[src/verilog/sslc_pkg.sv]
// Purpose: constants and types for the serial segment LCD controller
// Assumes: serial pins and the display oscillator are sampled by ref_clk
// Notes:   command opcodes sit in the top three bits of a command word
package sslc_pkg;
  localparam int unsigned WORD_BITS = 8;
  localparam int unsigned ADDR_BITS = 5;
  localparam int unsigned NIB_BITS  = 4;
  localparam int unsigned RAM_DEPTH = 32;
  localparam int unsigned NUM_COM   = 4;
  localparam int unsigned NUM_SEG   = 32;
  localparam int unsigned BUF_DEPTH = 2;

  localparam logic [2:0] OP_ADDR_SET = 3'h0;
  localparam logic [2:0] OP_DISP_ON  = 3'h1;
  localparam logic [2:0] OP_DISP_OFF = 3'h2;
  localparam logic [2:0] OP_DISP_RUN = 3'h3;
  localparam logic [2:0] OP_REWRITE  = 3'h4;
  localparam logic [2:0] OP_RESET    = 3'h6;

  localparam logic [2:0] BIT_LAST    = 3'h7;
  localparam logic [4:0] ADDR_RST    = 5'h00;
  localparam logic [4:0] ADDR_ONE    = 5'h01;
  localparam logic [3:0] COM_RST     = 4'h1;

  typedef enum logic [1:0] {
    SSLC_OFF,
    SSLC_ALL_ON,
    SSLC_FROM_RAM
  } sslc_mode_e;

  typedef enum logic {
    SSLC_IDLE,
    SSLC_LOW_NIB
  } sslc_drain_e;
endpackage

[src/verilog/sslc_top.sv]
// Purpose: serial segment LCD controller core (receiver, decoder, RAM, drive)
// Assumes: all pins asynchronous to ref_clk; shift clock well below ref_clk / 4
// Notes:   drive outputs are logic levels; bias voltages live outside
//          checks sit beside the logic that they guard, apart from those gathered under Checks at the end
`timescale 1ns/1ps
`default_nettype none
module sslc_top
  import sslc_pkg::*;
#(
  parameter int unsigned DEPTH = sslc_pkg::BUF_DEPTH
) (
  // Clock and reset
  input  wire logic                         ref_clk,
  input  wire logic                         rst_n,
  // Serial host port
  input  wire logic                         sck,
  input  wire logic                         cs_n,
  input  wire logic                         cd_sel,
  input  wire logic                         serial_in,
  // Display oscillator
  input  wire logic                         osc_in,
  output logic                              osc_out,
  // Word buffer status
  output logic                              buf_ready,
  // LCD drive
  output logic [sslc_pkg::NUM_COM-1:0]      common_outputs,
  output logic [sslc_pkg::NUM_SEG-1:0]      segment_outputs,
  output logic [sslc_pkg::ADDR_BITS-1:0]    address_counter_bits
);
  import sslc_pkg::*;

  // Input synchronisers; the third stage only feeds edge detection
  logic [2:0] sck_q;
  logic [1:0] cs_q;
  logic [1:0] cd_q;
  logic [1:0] sd_q;
  logic [2:0] osc_q;

  always_ff @(posedge ref_clk or negedge rst_n) begin
    if (!rst_n) begin
      sck_q <= 3'h0;
      cs_q  <= 2'h3;
      cd_q  <= 2'h0;
      sd_q  <= 2'h0;
      osc_q <= 3'h0;
    end else begin
      sck_q <= {sck_q[1:0], sck};
      cs_q  <= {cs_q[0], cs_n};
      cd_q  <= {cd_q[0], cd_sel};
      sd_q  <= {sd_q[0], serial_in};
      osc_q <= {osc_q[1:0], osc_in};
    end
  end

  logic sck_rise;
  logic osc_rise;
  assign sck_rise = sck_q[1] & ~sck_q[2];
  assign osc_rise = osc_q[1] & ~osc_q[2];

  // Serial receiver
  logic [2:0]           bit_cnt_q;
  logic [WORD_BITS-1:0] shift_q;
  logic                 push;
  logic [WORD_BITS-1:0] rx_word;

  assign rx_word = {shift_q[WORD_BITS-2:0], sd_q[1]};
  assign push    = sck_rise && !cs_q[1] && (bit_cnt_q == BIT_LAST);

  always_ff @(posedge ref_clk or negedge rst_n) begin
    if (!rst_n) begin
      bit_cnt_q <= 3'h0;
      shift_q   <= 8'h00;
    end else if (cs_q[1]) begin
      // Deselect drops a partial word, so the next select starts at bit 0
      bit_cnt_q <= 3'h0;
    end else if (sck_rise) begin
      shift_q   <= rx_word;
      bit_cnt_q <= bit_cnt_q + 3'h1;
    end
  end

  a_sck_only: assert property (@(posedge ref_clk) disable iff (!rst_n)
    !sck_rise |=> shift_q == $past(shift_q))
    else $error("shift register moved without a shift clock edge");

  // Two-entry word buffer; a word that meets a full buffer is lost,
  // which buf_ready lets the host see
  logic [WORD_BITS:0]           buf_mem [DEPTH];
  logic [$clog2(DEPTH)-1:0]     wr_ptr_q;
  logic [$clog2(DEPTH)-1:0]     rd_ptr_q;
  logic [$clog2(DEPTH+1)-1:0]   count_q;
  logic                         buf_full;
  logic                         buf_valid;
  logic                         pop;
  logic                         do_push;
  logic [WORD_BITS:0]           head;

  assign buf_full  = (count_q == DEPTH[$clog2(DEPTH+1)-1:0]);
  assign buf_valid = (count_q != '0);
  assign do_push   = push && !buf_full;
  assign head      = buf_mem[rd_ptr_q];

  always_ff @(posedge ref_clk or negedge rst_n) begin
    if (!rst_n) begin
      wr_ptr_q <= '0;
      rd_ptr_q <= '0;
      count_q  <= '0;
      for (int i = 0; i < DEPTH; i++) begin
        buf_mem[i] <= '0;
      end
    end else begin
      if (do_push) begin
        buf_mem[wr_ptr_q] <= {cd_q[1], rx_word};
        wr_ptr_q <= wr_ptr_q + 1'b1;
      end
      if (pop) begin
        rd_ptr_q <= rd_ptr_q + 1'b1;
      end
      case ({do_push, pop})
        2'b10:   count_q <= count_q + 1'b1;
        2'b01:   count_q <= count_q - 1'b1;
        default: count_q <= count_q;
      endcase
    end
  end

  always_ff @(posedge ref_clk or negedge rst_n) begin
    if (!rst_n) begin
      buf_ready <= 1'b1;
    end else begin
      buf_ready <= !(count_q == DEPTH - 1 && do_push && !pop) && !(buf_full && !pop);
    end
  end

  // Ready is a registered look-ahead, so it already counts the word in flight
  a_buf_bound: assert property (@(posedge ref_clk) disable iff (!rst_n)
    count_q <= DEPTH[$clog2(DEPTH+1)-1:0])
    else $error("word buffer count beyond its depth");
  a_ready_room: assert property (@(posedge ref_clk) disable iff (!rst_n)
    buf_ready |-> !buf_full)
    else $error("ready shown while the word buffer is full");

  // Decoder and display RAM
  sslc_drain_e          drain_q;
  sslc_mode_e           mode_q;
  logic [ADDR_BITS-1:0] addr_q;
  logic [NIB_BITS-1:0]  low_nib_q;
  logic [NIB_BITS-1:0]  display_ram [RAM_DEPTH];
  logic                 is_cmd;
  logic [2:0]           opcode;

  // Drain stalls while the second nibble of a data word is written
  assign pop    = buf_valid && (drain_q == SSLC_IDLE);
  assign is_cmd = head[WORD_BITS];
  assign opcode = head[7:5];

  // Command decode shared by the RAM write and the checks
  function automatic logic is_op(input logic [WORD_BITS:0] w, input logic [2:0] op);
    return w[WORD_BITS] && (w[7:5] == op);
  endfunction

  always_ff @(posedge ref_clk or negedge rst_n) begin
    if (!rst_n) begin
      drain_q   <= SSLC_IDLE;
      mode_q    <= SSLC_OFF;
      addr_q    <= ADDR_RST;
      low_nib_q <= 4'h0;
    end else begin
      case (drain_q)
        SSLC_IDLE: begin
          if (pop && !is_cmd) begin
            low_nib_q <= head[3:0];
            addr_q    <= addr_q + ADDR_ONE;
            drain_q   <= SSLC_LOW_NIB;
          end else if (pop) begin
            case (opcode)
              OP_ADDR_SET: addr_q <= head[4:0];
              OP_DISP_ON:  mode_q <= SSLC_ALL_ON;
              OP_DISP_OFF: mode_q <= SSLC_OFF;
              OP_DISP_RUN: mode_q <= SSLC_FROM_RAM;
              OP_REWRITE:  addr_q <= addr_q + ADDR_ONE;
              OP_RESET: begin
                mode_q <= SSLC_OFF;
                addr_q <= ADDR_RST;
              end
              default: mode_q <= mode_q;
            endcase
          end
        end
        SSLC_LOW_NIB: begin
          addr_q  <= addr_q + ADDR_ONE;
          drain_q <= SSLC_IDLE;
        end
        default: drain_q <= SSLC_IDLE;
      endcase
    end
  end

  a_addr_hold: assert property (@(posedge ref_clk) disable iff (!rst_n)
    !pop && drain_q == SSLC_IDLE |=> addr_q == $past(addr_q))
    else $error("address counter moved with no word");
  a_mode_hold: assert property (@(posedge ref_clk) disable iff (!rst_n)
    !(pop && is_cmd) |=> mode_q == $past(mode_q))
    else $error("display mode changed with no command");
  a_addr_wrap: assert property (@(posedge ref_clk) disable iff (!rst_n)
    drain_q == SSLC_LOW_NIB && addr_q == '1 |=> addr_q == ADDR_RST)
    else $error("address counter did not wrap to zero");

  always_ff @(posedge ref_clk or negedge rst_n) begin
    if (!rst_n) begin
      for (int i = 0; i < RAM_DEPTH; i++) begin
        display_ram[i] <= 4'h0;
      end
    end else if (pop && !is_cmd) begin
      display_ram[addr_q] <= head[7:4];
    end else if (drain_q == SSLC_LOW_NIB) begin
      display_ram[addr_q] <= low_nib_q;
    end else if (pop && is_op(head, OP_REWRITE)) begin
      display_ram[addr_q] <= head[3:0];
    end
  end

  a_hi_nib: assert property (@(posedge ref_clk) disable iff (!rst_n)
    pop && !is_cmd |=> display_ram[$past(addr_q)] == $past(head[7:4]))
    else $error("high nibble not at the current address");
  a_lo_nib: assert property (@(posedge ref_clk) disable iff (!rst_n)
    pop && !is_cmd |=> ##1 display_ram[$past(addr_q, 2) + ADDR_ONE] == $past(head[3:0], 2))
    else $error("low nibble not at the next address");
  a_keep_ram: assert property (@(posedge ref_clk) disable iff (!rst_n)
    pop && (is_op(head, OP_DISP_ON) || is_op(head, OP_DISP_OFF)) |=>
      display_ram[$past(addr_q)] == $past(display_ram[addr_q]))
    else $error("display on or off changed the RAM");

  // Common phase and drive waveforms
  logic [1:0]         phase_q;
  logic [NUM_SEG-1:0] seg_d;

  always_ff @(posedge ref_clk or negedge rst_n) begin
    if (!rst_n) begin
      phase_q <= 2'h0;
    end else if (osc_rise) begin
      phase_q <= phase_q + 2'h1;
    end
  end

  a_phase_hold: assert property (@(posedge ref_clk) disable iff (!rst_n)
    !osc_rise |=> phase_q == $past(phase_q))
    else $error("common phase moved without an oscillator edge");
  a_phase_step: assert property (@(posedge ref_clk) disable iff (!rst_n)
    osc_rise |=> phase_q == $past(phase_q) + 2'h1)
    else $error("common phase did not step");

  // COM0 takes the MSB of each RAM word
  // One segment level for the mode; the RAM bit only counts in RAM mode
  function automatic logic seg_level(input sslc_mode_e mode, input logic ram_bit);
    logic lvl;
    case (mode)
      SSLC_ALL_ON:   lvl = 1'b1;
      SSLC_FROM_RAM: lvl = ram_bit;
      default:       lvl = 1'b0;
    endcase
    return lvl;
  endfunction

  for (genvar s = 0; s < NUM_SEG; s++) begin : g_seg
    assign seg_d[s] = seg_level(mode_q, display_ram[s][2'h3 - phase_q]);
  end

  // Drive outputs are registered so the pins never glitch as the phase moves
  always_ff @(posedge ref_clk or negedge rst_n) begin
    if (!rst_n) begin
      common_outputs <= COM_RST;
    end else begin
      common_outputs <= COM_RST << phase_q;
    end
  end

  always_ff @(posedge ref_clk or negedge rst_n) begin
    if (!rst_n) begin
      segment_outputs <= '0;
    end else begin
      segment_outputs <= seg_d;
    end
  end

  always_ff @(posedge ref_clk or negedge rst_n) begin
    if (!rst_n) begin
      address_counter_bits <= ADDR_RST;
    end else begin
      address_counter_bits <= addr_q;
    end
  end

  // Oscillator return pin; idles high while the input is held low
  always_ff @(posedge ref_clk or negedge rst_n) begin
    if (!rst_n) begin
      osc_out <= 1'b1;
    end else begin
      osc_out <= ~osc_q[1];
    end
  end

  a_ram_drive: assert property (@(posedge ref_clk) disable iff (!rst_n)
    mode_q == SSLC_FROM_RAM && phase_q == 2'h0 |=>
      segment_outputs[0] == $past(display_ram[0][3]))
    else $error("segment drive does not follow the RAM on the first common");

  // Checks
  a_frame_push: assert property (@(posedge ref_clk) disable iff (!rst_n)
    push |=> bit_cnt_q == 3'h0)
    else $error("bit count did not restart after the eighth edge");
  a_cs_discard: assert property (@(posedge ref_clk) disable iff (!rst_n)
    cs_q[1] |=> bit_cnt_q == 3'h0)
    else $error("bit count kept while deselected");
  a_addr_load: assert property (@(posedge ref_clk) disable iff (!rst_n)
    pop && is_cmd && opcode == OP_ADDR_SET |=> addr_q == $past(head[4:0]))
    else $error("address set not loaded");
  a_all_on: assert property (@(posedge ref_clk) disable iff (!rst_n)
    mode_q == SSLC_ALL_ON |=> segment_outputs == '1)
    else $error("display on left a segment dark");
  a_all_off: assert property (@(posedge ref_clk) disable iff (!rst_n)
    mode_q == SSLC_OFF |=> segment_outputs == '0)
    else $error("display off left a segment lit");
  a_rewrite_step: assert property (@(posedge ref_clk) disable iff (!rst_n)
    pop && is_cmd && opcode == OP_REWRITE |=>
      addr_q == $past(addr_q) + ADDR_ONE && display_ram[$past(addr_q)] == $past(head[3:0]))
    else $error("rewrite wrong");
  a_word_step: assert property (@(posedge ref_clk) disable iff (!rst_n)
    pop && !is_cmd |=> ##1 addr_q == $past(addr_q, 2) + 5'h02)
    else $error("data word did not advance by two");
  a_reset_cmd: assert property (@(posedge ref_clk) disable iff (!rst_n)
    pop && is_cmd && opcode == OP_RESET |=> mode_q == SSLC_OFF && addr_q == ADDR_RST)
    else $error("reset command incomplete");
  a_common_sel: assert property (@(posedge ref_clk) disable iff (!rst_n)
    $onehot(common_outputs))
    else $error("common select not one-hot");

  c_data_word: cover property (@(posedge ref_clk) disable iff (!rst_n) pop && !is_cmd);
  c_rewrite:   cover property (@(posedge ref_clk) disable iff (!rst_n)
    pop && is_cmd && opcode == OP_REWRITE);
  c_reset_cmd: cover property (@(posedge ref_clk) disable iff (!rst_n)
    pop && is_cmd && opcode == OP_RESET);
  c_buf_full:  cover property (@(posedge ref_clk) disable iff (!rst_n) buf_full);
  c_addr_wrap: cover property (@(posedge ref_clk) disable iff (!rst_n)
    drain_q == SSLC_LOW_NIB && addr_q == '1);
endmodule
`default_nettype wire

[config.mk]
export PLATFORM = sky130hd
export DESIGN_NAME = sslc_top
export DESIGN_NICKNAME = d
export VERILOG_FILES = /design/src/verilog/sslc_pkg.sv /design/src/verilog/sslc_top.sv
export SDC_FILE = /design/constraint.sdc
export NUM_CORES = 1
export LEC_CHECK = 0
export ABC_CLOCK_PERIOD_IN_PS = 2600
export BUFFER_PORTS_ARGS = -buffer_cell sky130_fd_sc_hd__buf_2
export CAP_MARGIN = 20
export CELL_PAD_IN_SITES_DETAIL_PLACEMENT = 1
export CELL_PAD_IN_SITES_GLOBAL_PLACEMENT = 1
export CORE_ASPECT_RATIO = 0.8
export CORE_MARGIN = 2
export CORE_UTILIZATION = 50
export DETAILED_ROUTE_END_ITERATION = 10
export GPL_ROUTABILITY_DRIVEN = 0
export PLACE_DENSITY_LB_ADDON = 0.1
export SLEW_MARGIN = 20
export SYNTH_ARGS = -nofsm -noshare
export SYNTH_HDL_FRONTEND = slang
export SYNTH_SLANG_ARGS = --single-unit
export TNS_END_PERCENT = 5
[constraint.sdc]
create_clock -name ref_clk -period 2.6 [get_ports ref_clk]
set_input_delay 0.39 -clock ref_clk [delete_from_list [all_inputs] [get_ports ref_clk]]
set_output_delay 0.39 -clock ref_clk [all_outputs]
set_load 0.01 [all_outputs]
==> results of run 1 <==
[cell usage in the layout, fill, tap and decap left out, types with 2 or more instances in the layout]
master                            n
sky130_fd_sc_hd__a21oi_1         34
sky130_fd_sc_hd__a22o_1           3
sky130_fd_sc_hd__and3_1           3
sky130_fd_sc_hd__buf_12           6
sky130_fd_sc_hd__buf_2           48
sky130_fd_sc_hd__buf_4           20
sky130_fd_sc_hd__clkbuf_1         2
sky130_fd_sc_hd__clkbuf_16       25
sky130_fd_sc_hd__clkbuf_8         9
sky130_fd_sc_hd__clkinv_2         5
sky130_fd_sc_hd__dfrtp_1        223
sky130_fd_sc_hd__dfstp_2          5
sky130_fd_sc_hd__dlygate4sd3_1    6
sky130_fd_sc_hd__ha_1            16
sky130_fd_sc_hd__inv_1           12
sky130_fd_sc_hd__mux2_2         155
sky130_fd_sc_hd__mux2i_1          9
sky130_fd_sc_hd__mux4_2          32
sky130_fd_sc_hd__nand2_1         17
sky130_fd_sc_hd__nand2b_1         2
sky130_fd_sc_hd__nand3_1          6
sky130_fd_sc_hd__nand3_2          8
sky130_fd_sc_hd__nand3_4          2
sky130_fd_sc_hd__nand3b_1         5
sky130_fd_sc_hd__nor2_1          52
sky130_fd_sc_hd__nor2_2           4
sky130_fd_sc_hd__nor2b_1          3
sky130_fd_sc_hd__nor3_1           2
sky130_fd_sc_hd__nor3_4           2
sky130_fd_sc_hd__o211ai_1         8
sky130_fd_sc_hd__o21a_1           3
sky130_fd_sc_hd__o21ai_0         11
sky130_fd_sc_hd__o21ai_2          4
sky130_fd_sc_hd__o32ai_1          2
sky130_fd_sc_hd__xnor2_1          4
sky130_fd_sc_hd__xor2_1           2
[area by class of cell]
cell class / instances / area (um^2) / share of cell area (%)
sequential: 229 / 5738 / 50.01
clock inverter: 7 / 62.56 / 0.5452
inverter: 12 / 45.04 / 0.3925
timing repair buffer: 81 / 585.6 / 5.103
tap: 264 / 330.3 / 2.879
clock buffer: 36 / 757.0 / 6.597
multi-input combinational: 408 / 3956 / 34.48
[worst paths after layout]
| path | cells past startpoint | end |
|---|---|---|
| hold / removal | 0 | sd_q[1]$_DFF_PN0_ |
| max in group asynchronous | 3 | buf_mem[12]$_DFFE_PN0P_ |
| min in group asynchronous | 2 | sck_q[0]$_DFF_PN0_ |
| setup / recovery | 5 | display_ram[76]$_DFFE_PN0P_ |
| setup reg to reg | 5 | display_ram[76]$_DFFE_PN0P_ |
| hold reg to reg | 0 | sd_q[1]$_DFF_PN0_ |
[sequential cells by signal, summed over array words and instances (netlist names), 2 cells and up]
| name | flops |
|---|---|
| shift_q | 7 |
| buf_mem | 18 |
| cd_q | 2 |
| mode_q | 2 |
| addr_q | 5 |
| segment_outputs | 32 |
| low_nib_q | 4 |
| count_q | 2 |
| bit_cnt_q | 3 |
| osc_q | 3 |
| phase_q | 2 |
| sck_q | 3 |
| cs_q | 2 |
| common_outputs | 4 |
| display_ram | 128 |
| sd_q | 2 |
| address_counter_bits | 5 |
[cells by family after synthesis]
logic type,count (synthesis)
flops,229
mux,199
simple gates,115
compound gates,72
buf+inv,51
fa+ha+maj,16
xor+xnor,6
[timing repair]
action	in CTS	in global routing
endpoints found under the hold margin	73	0
resized for setup	0	2
setup endpoints to repair	0	5
hold buffers	6	0
[per-stage QoR]
step / instance area [um^2] / cells / worst slack [ns] / setup TNS, ns / hold WS, ns
after floorplan: 9913 / 688 / 0.5310 / 0 / 0.09441
after global placement: 10590 / 988 / 0.2422 / 0 / 0.3330
after detailed placement: 10590 / 988 / 0.09982 / 0 / 0.3420
after CTS: 11470 / 1037 / 0.08391 / 0 / 0.3555
after global routing: 11470 / 1037 / -0.01729 / -0.05965 / 0.3598
final: 11470 / 1037 / 0.06699 / 0 / 0.3518
[layer usage]
layer	share of wire [%]	vias up	track usage, %
met2	50	95	39.27
met3	3.5	24	2.924
met4	1.5	0	4.412
met5	0	-	0
li1	-	2613	-
met1	45	3166	32.72
[power groups by stage]
| stage | Combinational, mW | Sequential, mW | Clock [mW] |
|---|---|---|---|
| final | 3.20 | 4.55 | 3.46 |
| after global routing | 3.48 | 4.63 | 3.70 |
| after CTS | 3.23 | 4.55 | 3.55 |
| after detailed placement | 3.20 | 4.61 | 0 |
| after global placement | 3.11 | 4.54 | 0 |
| after floorplan | 2.30 | 4.44 | 0 |
[critical path: stages, from the launching register on]
cell	delay (ns)
sky130_fd_sc_hd__dfrtp_1	0.53
sky130_fd_sc_hd__mux2_2	0.42
sky130_fd_sc_hd__o21ai_2	0.34
sky130_fd_sc_hd__o211ai_1	0.33
sky130_fd_sc_hd__nor2_1	0.39
sky130_fd_sc_hd__mux2_2	0.39
==> out/summary.md, run 1 <==
### Status
• outcome: finished clean

### Critical path
• critical path launch point: rd_ptr_q$_DFFE_PN0P_
• data required time at the worst endpoint: 2.99 ns
• type of element capturing the critical path: flop
• reg-to-reg slack, setup: 0.07 ns
• startpoint of the worst register-to-register path: rd_ptr_q$_DFFE_PN0P_
• CP startpoint kind: flop
• highest net fanout along the worst path: 8
• Worst Path Arrival: 2.92 ns
• WS Path Type: reg -> reg

### Synthesis
• largest family of logic cells by synthesized area: multiplexers
• yosys synthesis warning count: 0
• synthesized area divided by synthesized cell count: 14.41 um^2
• most common library cells after synthesis: sky130_fd_sc_hd__dfrtp_1 (224), sky130_fd_sc_hd__mux2_2 (155), sky130_fd_sc_hd__nor2_1 (54), sky130_fd_sc_hd__a21oi_1 (34), sky130_fd_sc_hd__mux4_2 (32)
• count leader, synth: sky130_fd_sc_hd__dfrtp_1
• synthesized netlist cell count: 688
• synthesized net count: 711
• cells taking the most area after synthesis: sky130_fd_sc_hd__dfrtp_1 (57%), sky130_fd_sc_hd__mux2_2 (18%), sky130_fd_sc_hd__mux4_2 (7.3%)
• summed instance area of the synthesized netlist: 0.009913 mm^2
• mux contribution to synthesized area: 26.19%
• sequential cell area fraction in the yosys report: 57.87%
• predominant post-synthesis flop cell: sky130_fd_sc_hd__dfrtp_1
• cell taking the most area after synthesis: sky130_fd_sc_hd__dfrtp_1
• arithmetic-cell share of the synthesized area counting full adders, half adders and majority gates: 2.019%
• post-synth top area share: 56.54%
• xor/xnor cell area share of the yosys netlist: 0.5301%
• total of flip-flops plus latches after synthesis: 229
• simple-gate share of the synthesized area: 6.487%
• Synth Area in Compound Gates: 4.518%
• number of flops mapped to enable cells by yosys: 0
• FFs w/ async S/R, synth: 100.0%
• post-synth cell types: 54

### Place
• half-perimeter wire length of the detailed placement result: 14990 um
• I/O Buffers: 49

### Power and ir drop
• sequential group share of total power: 40.6%
• Worst VDD drop: 532.6 uV
• Clock power frac: 30.9%
• switching share of total power: 32.26%
• switching power total: 3.618 mW
• leakage component of the power: 5.488 nW
• share of total power in combinational logic: 28.5%
• internal power component: 7.598 mW
• Total Power: 11.22 mW
• areal power density over the cells: 977.5 mW/mm^2

### CTS
• clock-pin slew reported for the worst setup and hold paths after clock tree synthesis: 0.07 ns
• number of H-tree branching levels: 1
• clock root buffer: sky130_fd_sc_hd__clkbuf_16
• clock tree from TritonCTS: yes
• maximum root-to-sink buffer count: 3
• Inserted Clock Buffers: 24
• Sink Count: 229
• setup bufs post-CTS: 0
• worst-skew pair later-pin latency: 0.51 ns

### STA
• max frequency: 0.3948 GHz
• final setup vio count: 0
• Min Clock Period, post-route: 2.533 ns
• Slew Limit Headroom: 51.79%
• worst clock skew on the final layout: 0.01418 ns
• Final Hold Fails: 0
• max-slew violations: 0
• unrepaired setup endpoints after global routing: yes
• transition time at the pin with the least slew margin: 0.7231 ns
• period utilization: 97.42%

### Detailed routing
• number of antenna-violating nets in the routed design: 0
• First DRT Iteration DRCs: 291
• final wirelength: 22920 um
• vias post-DR: 5898
• routed vias/inst: 5.688
• number of DRC violations after detailed routing: 0
• average routed wire per standard cell: 22.10 um
• 1st-pass router iterations: 4

### Die
• starting density of the core: 50.51%
• area of the die: 0.02098 mm^2
• area of the core: 0.01963 mm^2
• num ports: 50
• Die Width: 161.4 um
• DIE HEIGHT: 129.9 um
• number of placement rows: 46

### Flow run
• maxcap violations: 0

### Cells and area
• layout cells sized above 1: 43.98%
• post-layout net count: 779
• Layout fillers: 1887
• synth-to-layout area growth: 15.75%
• diode insertion count for antenna repair: 0
• core occupancy in the finished layout: 58.47%

### Global routing
• largest net degree at the start of global routing: 77
• global route total overflow: 0
• Overall Global Routing Usage: 23.11%
• number of global-route vias before repair: 6511
• number of antenna violations at the first check in global routing: 0
• global-route wire length before repair: 37550 um

### Worst hold path
• path category of the worst min-delay check: reg -> reg
• HP Start: sd_q[0]$_DFF_PN0_

Note: power is estimated with default switching activity, not from simulation.
==> run 2: changes to the inputs <==
--- a/config.mk
+++ b/config.mk
@@ -5,6 +5,7 @@
 export SDC_FILE = /design/constraint.sdc
 export NUM_CORES = 1
 export LEC_CHECK = 0
+export ABC_AREA = 1
 export ABC_CLOCK_PERIOD_IN_PS = 2600
 export BUFFER_PORTS_ARGS = -buffer_cell sky130_fd_sc_hd__buf_2
 export CAP_MARGIN = 20
@@ -12,7 +13,7 @@
 export CELL_PAD_IN_SITES_GLOBAL_PLACEMENT = 1
 export CORE_ASPECT_RATIO = 0.8
 export CORE_MARGIN = 2
-export CORE_UTILIZATION = 50
+export CORE_UTILIZATION = 48
 export DETAILED_ROUTE_END_ITERATION = 10
 export GPL_ROUTABILITY_DRIVEN = 0
 export PLACE_DENSITY_LB_ADDON = 0.1
==> run 2 against run 1 <==
  * Non-clock buffer count shrank 4
  * Clock power grew 7.5%
  * Final area increased by 1.5%
  * Wire length grew 16%
  * Register-to-register slack better by 0.31 ns
  * Flip-flop and latch count stayed put
  * Final cell count increased by 36%
  * Fmax is 14% higher
  * Die area is 6.6% higher
  * Utilization decreased by 2.4 points
  * Critical path depth is 6 higher
  * Combinational power is 62% higher
  * Critical endpoint is now display_ram[50]$_DFFE_PN0P_
  * Largest power group is now combinational logic
==> out/summary.md, run 2 <==
### Worst hold path
• HP Start: sck_q[0]$_DFF_PN0_
• count of cells along the worst hold path: 0
• Hold Crit Endpoint: sck_q[1]$_DFF_PN0_
• path category of the worst min-delay check: reg -> reg

### Global routing
• largest net degree at the start of global routing: 68
• Overall Global Routing Usage: 24.92%
• global route total overflow: 0
• global-route wire length before repair: 44970 um
• number of global-route vias before repair: 8400
• number of antenna violations at the first check in global routing: 0

### STA
• Final Hold Fails: 0
• Setup TNS Final: 0 ns
• Min Clock Period, post-route: 2.227 ns
• smallest hold slack: 0.3488 ns
• setup slack after layout: 0.3730 ns
• transition time at the pin with the least slew margin: 0.8284 ns
• max frequency: 0.4490 GHz
• max-slew violations: 0
• unrepaired setup endpoints after global routing: no
• worst clock skew on the final layout: 0.01340 ns
• period utilization: 85.65%
• Slew Limit Headroom: 44.77%
• final setup vio count: 0

### Power and ir drop
• share of total power in combinational logic: 38.0%
• Worst VDD drop: 672.4 uV
• internal power component: 8.107 mW
• sequential group share of total power: 34.8%
• Total Power: 13.66 mW
• Clock power frac: 27.2%
• leakage component of the power: 5.240 nW
• areal power density over the cells: 1173 mW/mm^2
• switching share of total power: 40.65%
• switching power total: 5.552 mW

### Synthesis
• post-synth top area share: 55.15%
• xor/xnor cell area share of the yosys netlist: 0.5170%
• mux contribution to synthesized area: 0%
• synthesized net count: 1107
• post-synth cell types: 33
• count leader, synth: sky130_fd_sc_hd__nand2_1
• yosys synthesis warning count: 0
• total of flip-flops plus latches after synthesis: 229
• arithmetic-cell share of the synthesized area counting full adders, half adders and majority gates: 1.969%
• largest family of logic cells by synthesized area: simple AND/OR/NAND/NOR gates
• cells taking the most area after synthesis: sky130_fd_sc_hd__dfrtp_1 (55%), sky130_fd_sc_hd__nand2_1 (9.4%), sky130_fd_sc_hd__o21ai_0 (6.1%)
• cell taking the most area after synthesis: sky130_fd_sc_hd__dfrtp_1
• number of flops mapped to enable cells by yosys: 0
• predominant post-synthesis flop cell: sky130_fd_sc_hd__dfrtp_1
• synthesized area divided by synthesized cell count: 9.377 um^2
• Synth Area in Compound Gates: 16.32%
• synthesized netlist cell count: 1084
• FFs w/ async S/R, synth: 100.0%
• most common library cells after synthesis: sky130_fd_sc_hd__nand2_1 (254), sky130_fd_sc_hd__dfrtp_1 (224), sky130_fd_sc_hd__o21ai_0 (123), sky130_fd_sc_hd__nor2_1 (104), sky130_fd_sc_hd__o21ai_1 (104)
• summed instance area of the synthesized netlist: 0.01016 mm^2
• sequential cell area fraction in the yosys report: 56.44%
• simple-gate share of the synthesized area: 19.83%

### Cells and area
• register with the highest flop count: display_ram
• diode insertion count for antenna repair: 0
• commonest non-fill, non-tap cells in the layout: sky130_fd_sc_hd__nand2_1 (254), sky130_fd_sc_hd__dfrtp_1 (223), sky130_fd_sc_hd__o21ai_0 (123)
• synth-to-layout area growth: 14.59%
• core occupancy in the finished layout: 56.11%
• most common library cell in the layout ignoring fill and taps: sky130_fd_sc_hd__nand2_1
• post-layout net count: 1154
• registers with the most flip-flops: display_ram (128), segment_outputs (32), buf_mem (18)
• layout cells sized above 1: 15.36%
• Layout fillers: 2388
• flip-flop count of the largest register after layout: 128

### Critical path
• type of element capturing the critical path: flop
• highest net fanout along the worst path: 33
• capture instance of the worst register-to-register path: display_ram[50]$_DFFE_PN0P_
• CP startpoint kind: flop
• data required time at the worst endpoint: 2.99 ns
• path depth of the worst reg2reg path: 11
• startpoint of the worst register-to-register path: count_q[0]$_DFFE_PN0P_
• critical path launch point: count_q[0]$_DFFE_PN0P_
• WS Path Type: reg -> reg
• reg-to-reg slack, setup: 0.37 ns
• Worst Path Arrival: 2.61 ns

### CTS
• post-CTS resize count: 0
• Sink Count: 229
• Inserted Clock Buffers: 24
• number of H-tree branching levels: 1
• worst-skew pair later-pin latency: 0.52 ns
• setup bufs post-CTS: 0
• clock root buffer: sky130_fd_sc_hd__clkbuf_16
• clock tree from TritonCTS: yes
• clock-pin slew reported for the worst setup and hold paths after clock tree synthesis: 0.06 ns
• maximum root-to-sink buffer count: 3

### Die
• DIE HEIGHT: 134.2 um
• Die Width: 166.7 um
• num ports: 50
• number of placement rows: 47
• starting density of the core: 48.97%
• area of the core: 0.02076 mm^2
• area of the die: 0.02236 mm^2

### Place
• half-perimeter wire length of the detailed placement result: 16110 um
• I/O Buffers: 49
• worst setup timing slack at the placement stage: 0.3942 ns

### Status
• outcome: finished clean

### Detailed routing
• routed vias/inst: 5.484
• First DRT Iteration DRCs: 494
• vias post-DR: 7760
• 1st-pass router iterations: 5
• number of DRC violations after detailed routing: 0
• number of antenna-violating nets in the routed design: 0
• average routed wire per standard cell: 18.84 um
• final wirelength: 26660 um

### Flow run
• maxcap violations: 0

-- run 2: cell count changes in the layout (fill, tap and decap cells not counted), moves of 31 or more --
cell	delta
sky130_fd_sc_hd__nand2_1	+237
sky130_fd_sc_hd__mux2_2	-155
sky130_fd_sc_hd__o21ai_0	+112
sky130_fd_sc_hd__o21ai_1	+104
sky130_fd_sc_hd__nor2_1	+52
sky130_fd_sc_hd__inv_1	+37
sky130_fd_sc_hd__mux4_2	-32
sky130_fd_sc_hd__o22ai_1	+31
-- run 2: what timing repair did --
item | CTS | global route
hold buffers | 6 | 0
endpoints found under the setup margin | 0 | 0
hold endpoints to repair | 55 | 0
-- run 2: worst max path at each step --
stage / to / cells after the start
finish: display_ram[50]$_DFFE_PN0P_ / 11
global placement: display_ram[56]$_DFFE_PN0P_ / 11
detailed placement: display_ram[50]$_DFFE_PN0P_ / 11
global route: display_ram[8]$_DFFE_PN0P_ / 10
CTS: display_ram[50]$_DFFE_PN0P_ / 11
floorplan: display_ram[108]$_DFFE_PN0P_ / 11
-- run 2: power by group through the flow --
stage          Combinational [mW]  Sequential, mW  Clock, mW
3_3_place_gp                 4.98            4.78          0
6_report                     5.18            4.76       3.72
2_1_floorplan                3.65            4.62          0
3_5_place_dp                 5.13            4.80          0
4_1_cts                      5.22            4.75       3.79
5_1_grt                      5.75            4.86       3.91
-- run 2: cell families (layout without fill, tap and decap cells) --
| family | after synthesis | after routing |
|---|---|---|
| compound gates | 309 | 309 |
| xor+xnor | 6 | 6 |
| fa+ha+maj | 16 | 16 |
| buf+inv | 111 | 173 |
| flops | 229 | 229 |
| simple gates | 413 | 413 |
-- run 2: final cells by class --
class	instances	area (um^2)	share of cell area, %
flip-flops and latches	229	5738	49.26
multi-input cells	744	3928	33.72
clock buffers	31	668.1	5.736
repair buffers	77	593.1	5.092
well taps	269	336.6	2.890
inverters	55	206.4	1.772
clock inverters	10	177.7	1.525
-- run 2: routing by layer --
| layer | GRT usage [%] | vias up | part of all wire (%) |
|---|---|---|---|
| li1 | - | 3695 | - |
| met1 | 36.24 | 3937 | 49 |
| met2 | 41.23 | 99 | 47 |
| met3 | 2.803 | 29 | 2.5 |
| met4 | 4.550 | 0 | 1.4 |
| met5 | 0 | - | 0 |
-- run 2: critical path: stages (launching register included) --
cell                      delay, ns
sky130_fd_sc_hd__dfrtp_1       0.39
sky130_fd_sc_hd__inv_1         0.09
sky130_fd_sc_hd__ha_1          0.25
sky130_fd_sc_hd__nor2_4        0.19
sky130_fd_sc_hd__nand3_2       0.13
sky130_fd_sc_hd__nand2_2       0.11
sky130_fd_sc_hd__inv_2         0.08
sky130_fd_sc_hd__nand2_8       0.33
sky130_fd_sc_hd__buf_4         0.24
sky130_fd_sc_hd__nand3_4       0.11
sky130_fd_sc_hd__nand2_1       0.10
sky130_fd_sc_hd__o21ai_1       0.06
-- run 2: stage by stage --
stage,cells,instance area (um^2)
finish,1415,11650
global route,1415,11650
CTS,1415,11650
detailed placement,1368,10740
global placement,1368,10740
floorplan,1084,10160
==> run 3: changes to the inputs <==
--- a/config.mk
+++ b/config.mk
@@ -6,14 +6,14 @@
 export NUM_CORES = 1
 export LEC_CHECK = 0
 export ABC_AREA = 1
-export ABC_CLOCK_PERIOD_IN_PS = 2600
+export ABC_CLOCK_PERIOD_IN_PS = 2800
 export BUFFER_PORTS_ARGS = -buffer_cell sky130_fd_sc_hd__buf_2
 export CAP_MARGIN = 20
 export CELL_PAD_IN_SITES_DETAIL_PLACEMENT = 1
 export CELL_PAD_IN_SITES_GLOBAL_PLACEMENT = 1
 export CORE_ASPECT_RATIO = 0.8
 export CORE_MARGIN = 2
-export CORE_UTILIZATION = 48
+export CORE_UTILIZATION = 50
 export DETAILED_ROUTE_END_ITERATION = 10
 export GPL_ROUTABILITY_DRIVEN = 0
 export PLACE_DENSITY_LB_ADDON = 0.1
==> constraint.sdc (replaced) <==
create_clock -name ref_clk -period 2.8 [get_ports ref_clk]
set_input_delay 0.42 -clock ref_clk [delete_from_list [all_inputs] [get_ports ref_clk]]
set_output_delay 0.42 -clock ref_clk [all_outputs]
set_load 0.01 [all_outputs]
==> run 3 against run 2 <==
  * Final area is 0.99% lower
  * Register-to-register slack better by 0.15 ns
  * Via count up 0.97%
  * Sequential share of layout area increased by 0.49 points
  * Sequential power decreased by 8.2%
  * Critical path depth fell by 2
  * Clock-buffer cell count is 9 higher
  * Hold slack lost 0.0023 ns
  * Flip-flop and latch count is the same
  * Die area is 3.9% lower
  * Critical path type unchanged
  * Largest cell class unchanged
==> out/summary.md, run 3 (synthesis gave the netlist of run 2 again) <==
### Status
• outcome: finished clean

### Die
• area of the die: 0.02149 mm^2
• number of placement rows: 46
• Die Width: 163.4 um
• area of the core: 0.01986 mm^2
• starting density of the core: 51.19%
• DIE HEIGHT: 131.5 um
• num ports: 50

### Place
• half-perimeter wire length of the detailed placement result: 15930 um
• I/O Buffers: 49

### STA
• Setup TNS Final: 0 ns
• max-slew violations: 0
• final setup vio count: 0
• Slew Limit Headroom: 46.79%
• max frequency: 0.4391 GHz
• Min Clock Period, post-route: 2.278 ns
• period utilization: 81.34%
• Final Hold Fails: 0
• unrepaired setup endpoints after global routing: no
• transition time at the pin with the least slew margin: 0.7981 ns
• worst clock skew on the final layout: 0.01782 ns

### Global routing
• global route total overflow: 0
• largest net degree at the start of global routing: 77
• global-route wire length before repair: 44910 um
• most used routing layer in global routing: met2
• number of antenna violations at the first check in global routing: 0
• number of global-route vias before repair: 8406
• Overall Global Routing Usage: 26.14%
• GRT met3 Usage: 3.220%
• met2 track utilization from global routing: 42.15%
• met1 Usage GRT: 37.59%

### Cells and area
• layout cells sized above 1: 15.10%
• diode insertion count for antenna repair: 0
• register with the highest flop count: display_ram
• core occupancy in the finished layout: 58.08%
• synth-to-layout area growth: 13.45%
• registers with the most flip-flops: display_ram (128), segment_outputs (32), buf_mem (18)
• most common library cell in the layout ignoring fill and taps: sky130_fd_sc_hd__nand2_1
• commonest non-fill, non-tap cells in the layout: sky130_fd_sc_hd__nand2_1 (254), sky130_fd_sc_hd__dfrtp_1 (223), sky130_fd_sc_hd__o21ai_0 (123)
• flip-flop count of the largest register after layout: 128
• post-layout net count: 1152

### CTS
• Inserted Clock Buffers: 24
• maximum root-to-sink buffer count: 3
• Sink Count: 229
• worst-skew pair later-pin latency: 0.52 ns
• post-CTS resize count: 0
• setup bufs post-CTS: 0
• clock tree from TritonCTS: yes
• clock-pin slew reported for the worst setup and hold paths after clock tree synthesis: 0.07 ns
• clock root buffer: sky130_fd_sc_hd__clkbuf_16
• number of H-tree branching levels: 1

### Power and ir drop
• Worst VDD drop: 749.2 uV
• leakage component of the power: 5.194 nW
• areal power density over the cells: 1067 mW/mm^2

### Detailed routing
• number of antenna-violating nets in the routed design: 0
• routed vias/inst: 5.557
• final wirelength: 26740 um
• average routed wire per standard cell: 18.97 um
• 1st-pass router iterations: 5
• First DRT Iteration DRCs: 590
• vias post-DR: 7835
• number of DRC violations after detailed routing: 0

### Critical path
• highest net fanout along the worst path: 37
• capture instance of the worst register-to-register path: display_ram[12]$_DFFE_PN0P_
• startpoint of the worst register-to-register path: count_q[0]$_DFFE_PN0P_
• critical path launch point: count_q[0]$_DFFE_PN0P_
• path depth of the worst reg2reg path: 9
• type of element capturing the critical path: flop
• CP startpoint kind: flop
• data required time at the worst endpoint: 3.21 ns
• reg-to-reg slack, setup: 0.52 ns
• Worst Path Arrival: 2.69 ns
• CP endpoint: display_ram[12]$_DFFE_PN0P_
• WS Path Type: reg -> reg

### Worst hold path
• path category of the worst min-delay check: reg -> reg

### Flow run
• maxcap violations: 0

## run 3: cell count changes in the layout (fill, tap and decap cells not counted), moves of 2 or more
cell / change
sky130_fd_sc_hd__clkbuf_8: +6
sky130_fd_sc_hd__clkinv_2: -2
sky130_fd_sc_hd__bufinv_16: -4
sky130_fd_sc_hd__buf_4: +2
sky130_fd_sc_hd__buf_12: -4
sky130_fd_sc_hd__clkbuf_1: +3
## run 3: timing repair
action                                  CTS  global route
endpoints found under the setup margin    0             0
hold endpoints to repair                 77             0
hold buffers                              6             0
## run 3: through the flow
step	std cells	hold WS (ns)	total power, mW	instance area (um^2)	setup WS [ns]
floorplan	1084	0.1244	7.683	10160	1.095
global placement	1361	0.3332	8.928	10670	0.7049
detailed placement	1361	0.3380	9.065	10670	0.5976
CTS	1410	0.3533	12.38	11530	0.5186
global route	1410	0.3580	13.10	11530	0.3807
finish	1410	0.3465	12.30	11530	0.5224
## run 3: metal layers
metal / vias to the layer above / routed length [um]
li1: 3684 / -
met1: 3995 / 12800
met2: 116 / 12620
met3: 40 / 775
met4: 0 / 546
met5: - / 0
## run 3: worst min-delay path by stage
stage,start,endpoint,slack [ns],depth (start not counted)
floorplan,rst_n,addr_q[0]$_DFFE_PN0P_,0.12,0
global placement,cd_q[0]$_DFF_PN0_,cd_q[1]$_DFF_PN0_,0.33,0
detailed placement,osc_q[0]$_DFF_PN0_,osc_q[1]$_DFF_PN0_,0.34,0
CTS,sck_q[0]$_DFF_PN0_,sck_q[1]$_DFF_PN0_,0.35,0
global route,sck_q[0]$_DFF_PN0_,sck_q[1]$_DFF_PN0_,0.36,0
finish,sck_q[0]$_DFF_PN0_,sck_q[1]$_DFF_PN0_,0.35,0
## run 3: power breakdown
group / total (mW) / switching (mW) / internal [mW]
clock: 3.21 / 1.28 / 1.93
combinational: 4.72 / 3.38 / 1.34
sequential: 4.37 / 0.425 / 3.94
## run 3: worst max-delay path: stages (launching register included)
cell and delay [ns]:
sky130_fd_sc_hd__dfrtp_1 0.39, sky130_fd_sc_hd__inv_1 0.08, sky130_fd_sc_hd__ha_1 0.26, sky130_fd_sc_hd__nor2_4 0.18
sky130_fd_sc_hd__nand3_2 0.11, sky130_fd_sc_hd__nand2_2 0.10, sky130_fd_sc_hd__inv_2 0.08, sky130_fd_sc_hd__nand2_8 0.37
sky130_fd_sc_hd__nand3_2 0.26, sky130_fd_sc_hd__o21ai_0 0.33
## run 3: layout make-up
cell class	instances	area, um^2
repair buffers	75	528.0
clock inverters	3	40.04
multi-input cells	744	3928
well taps	264	330.3
fillers	2304	8324
flip-flops and latches	229	5738
clock buffers	40	762.0
inverters	55	206.4
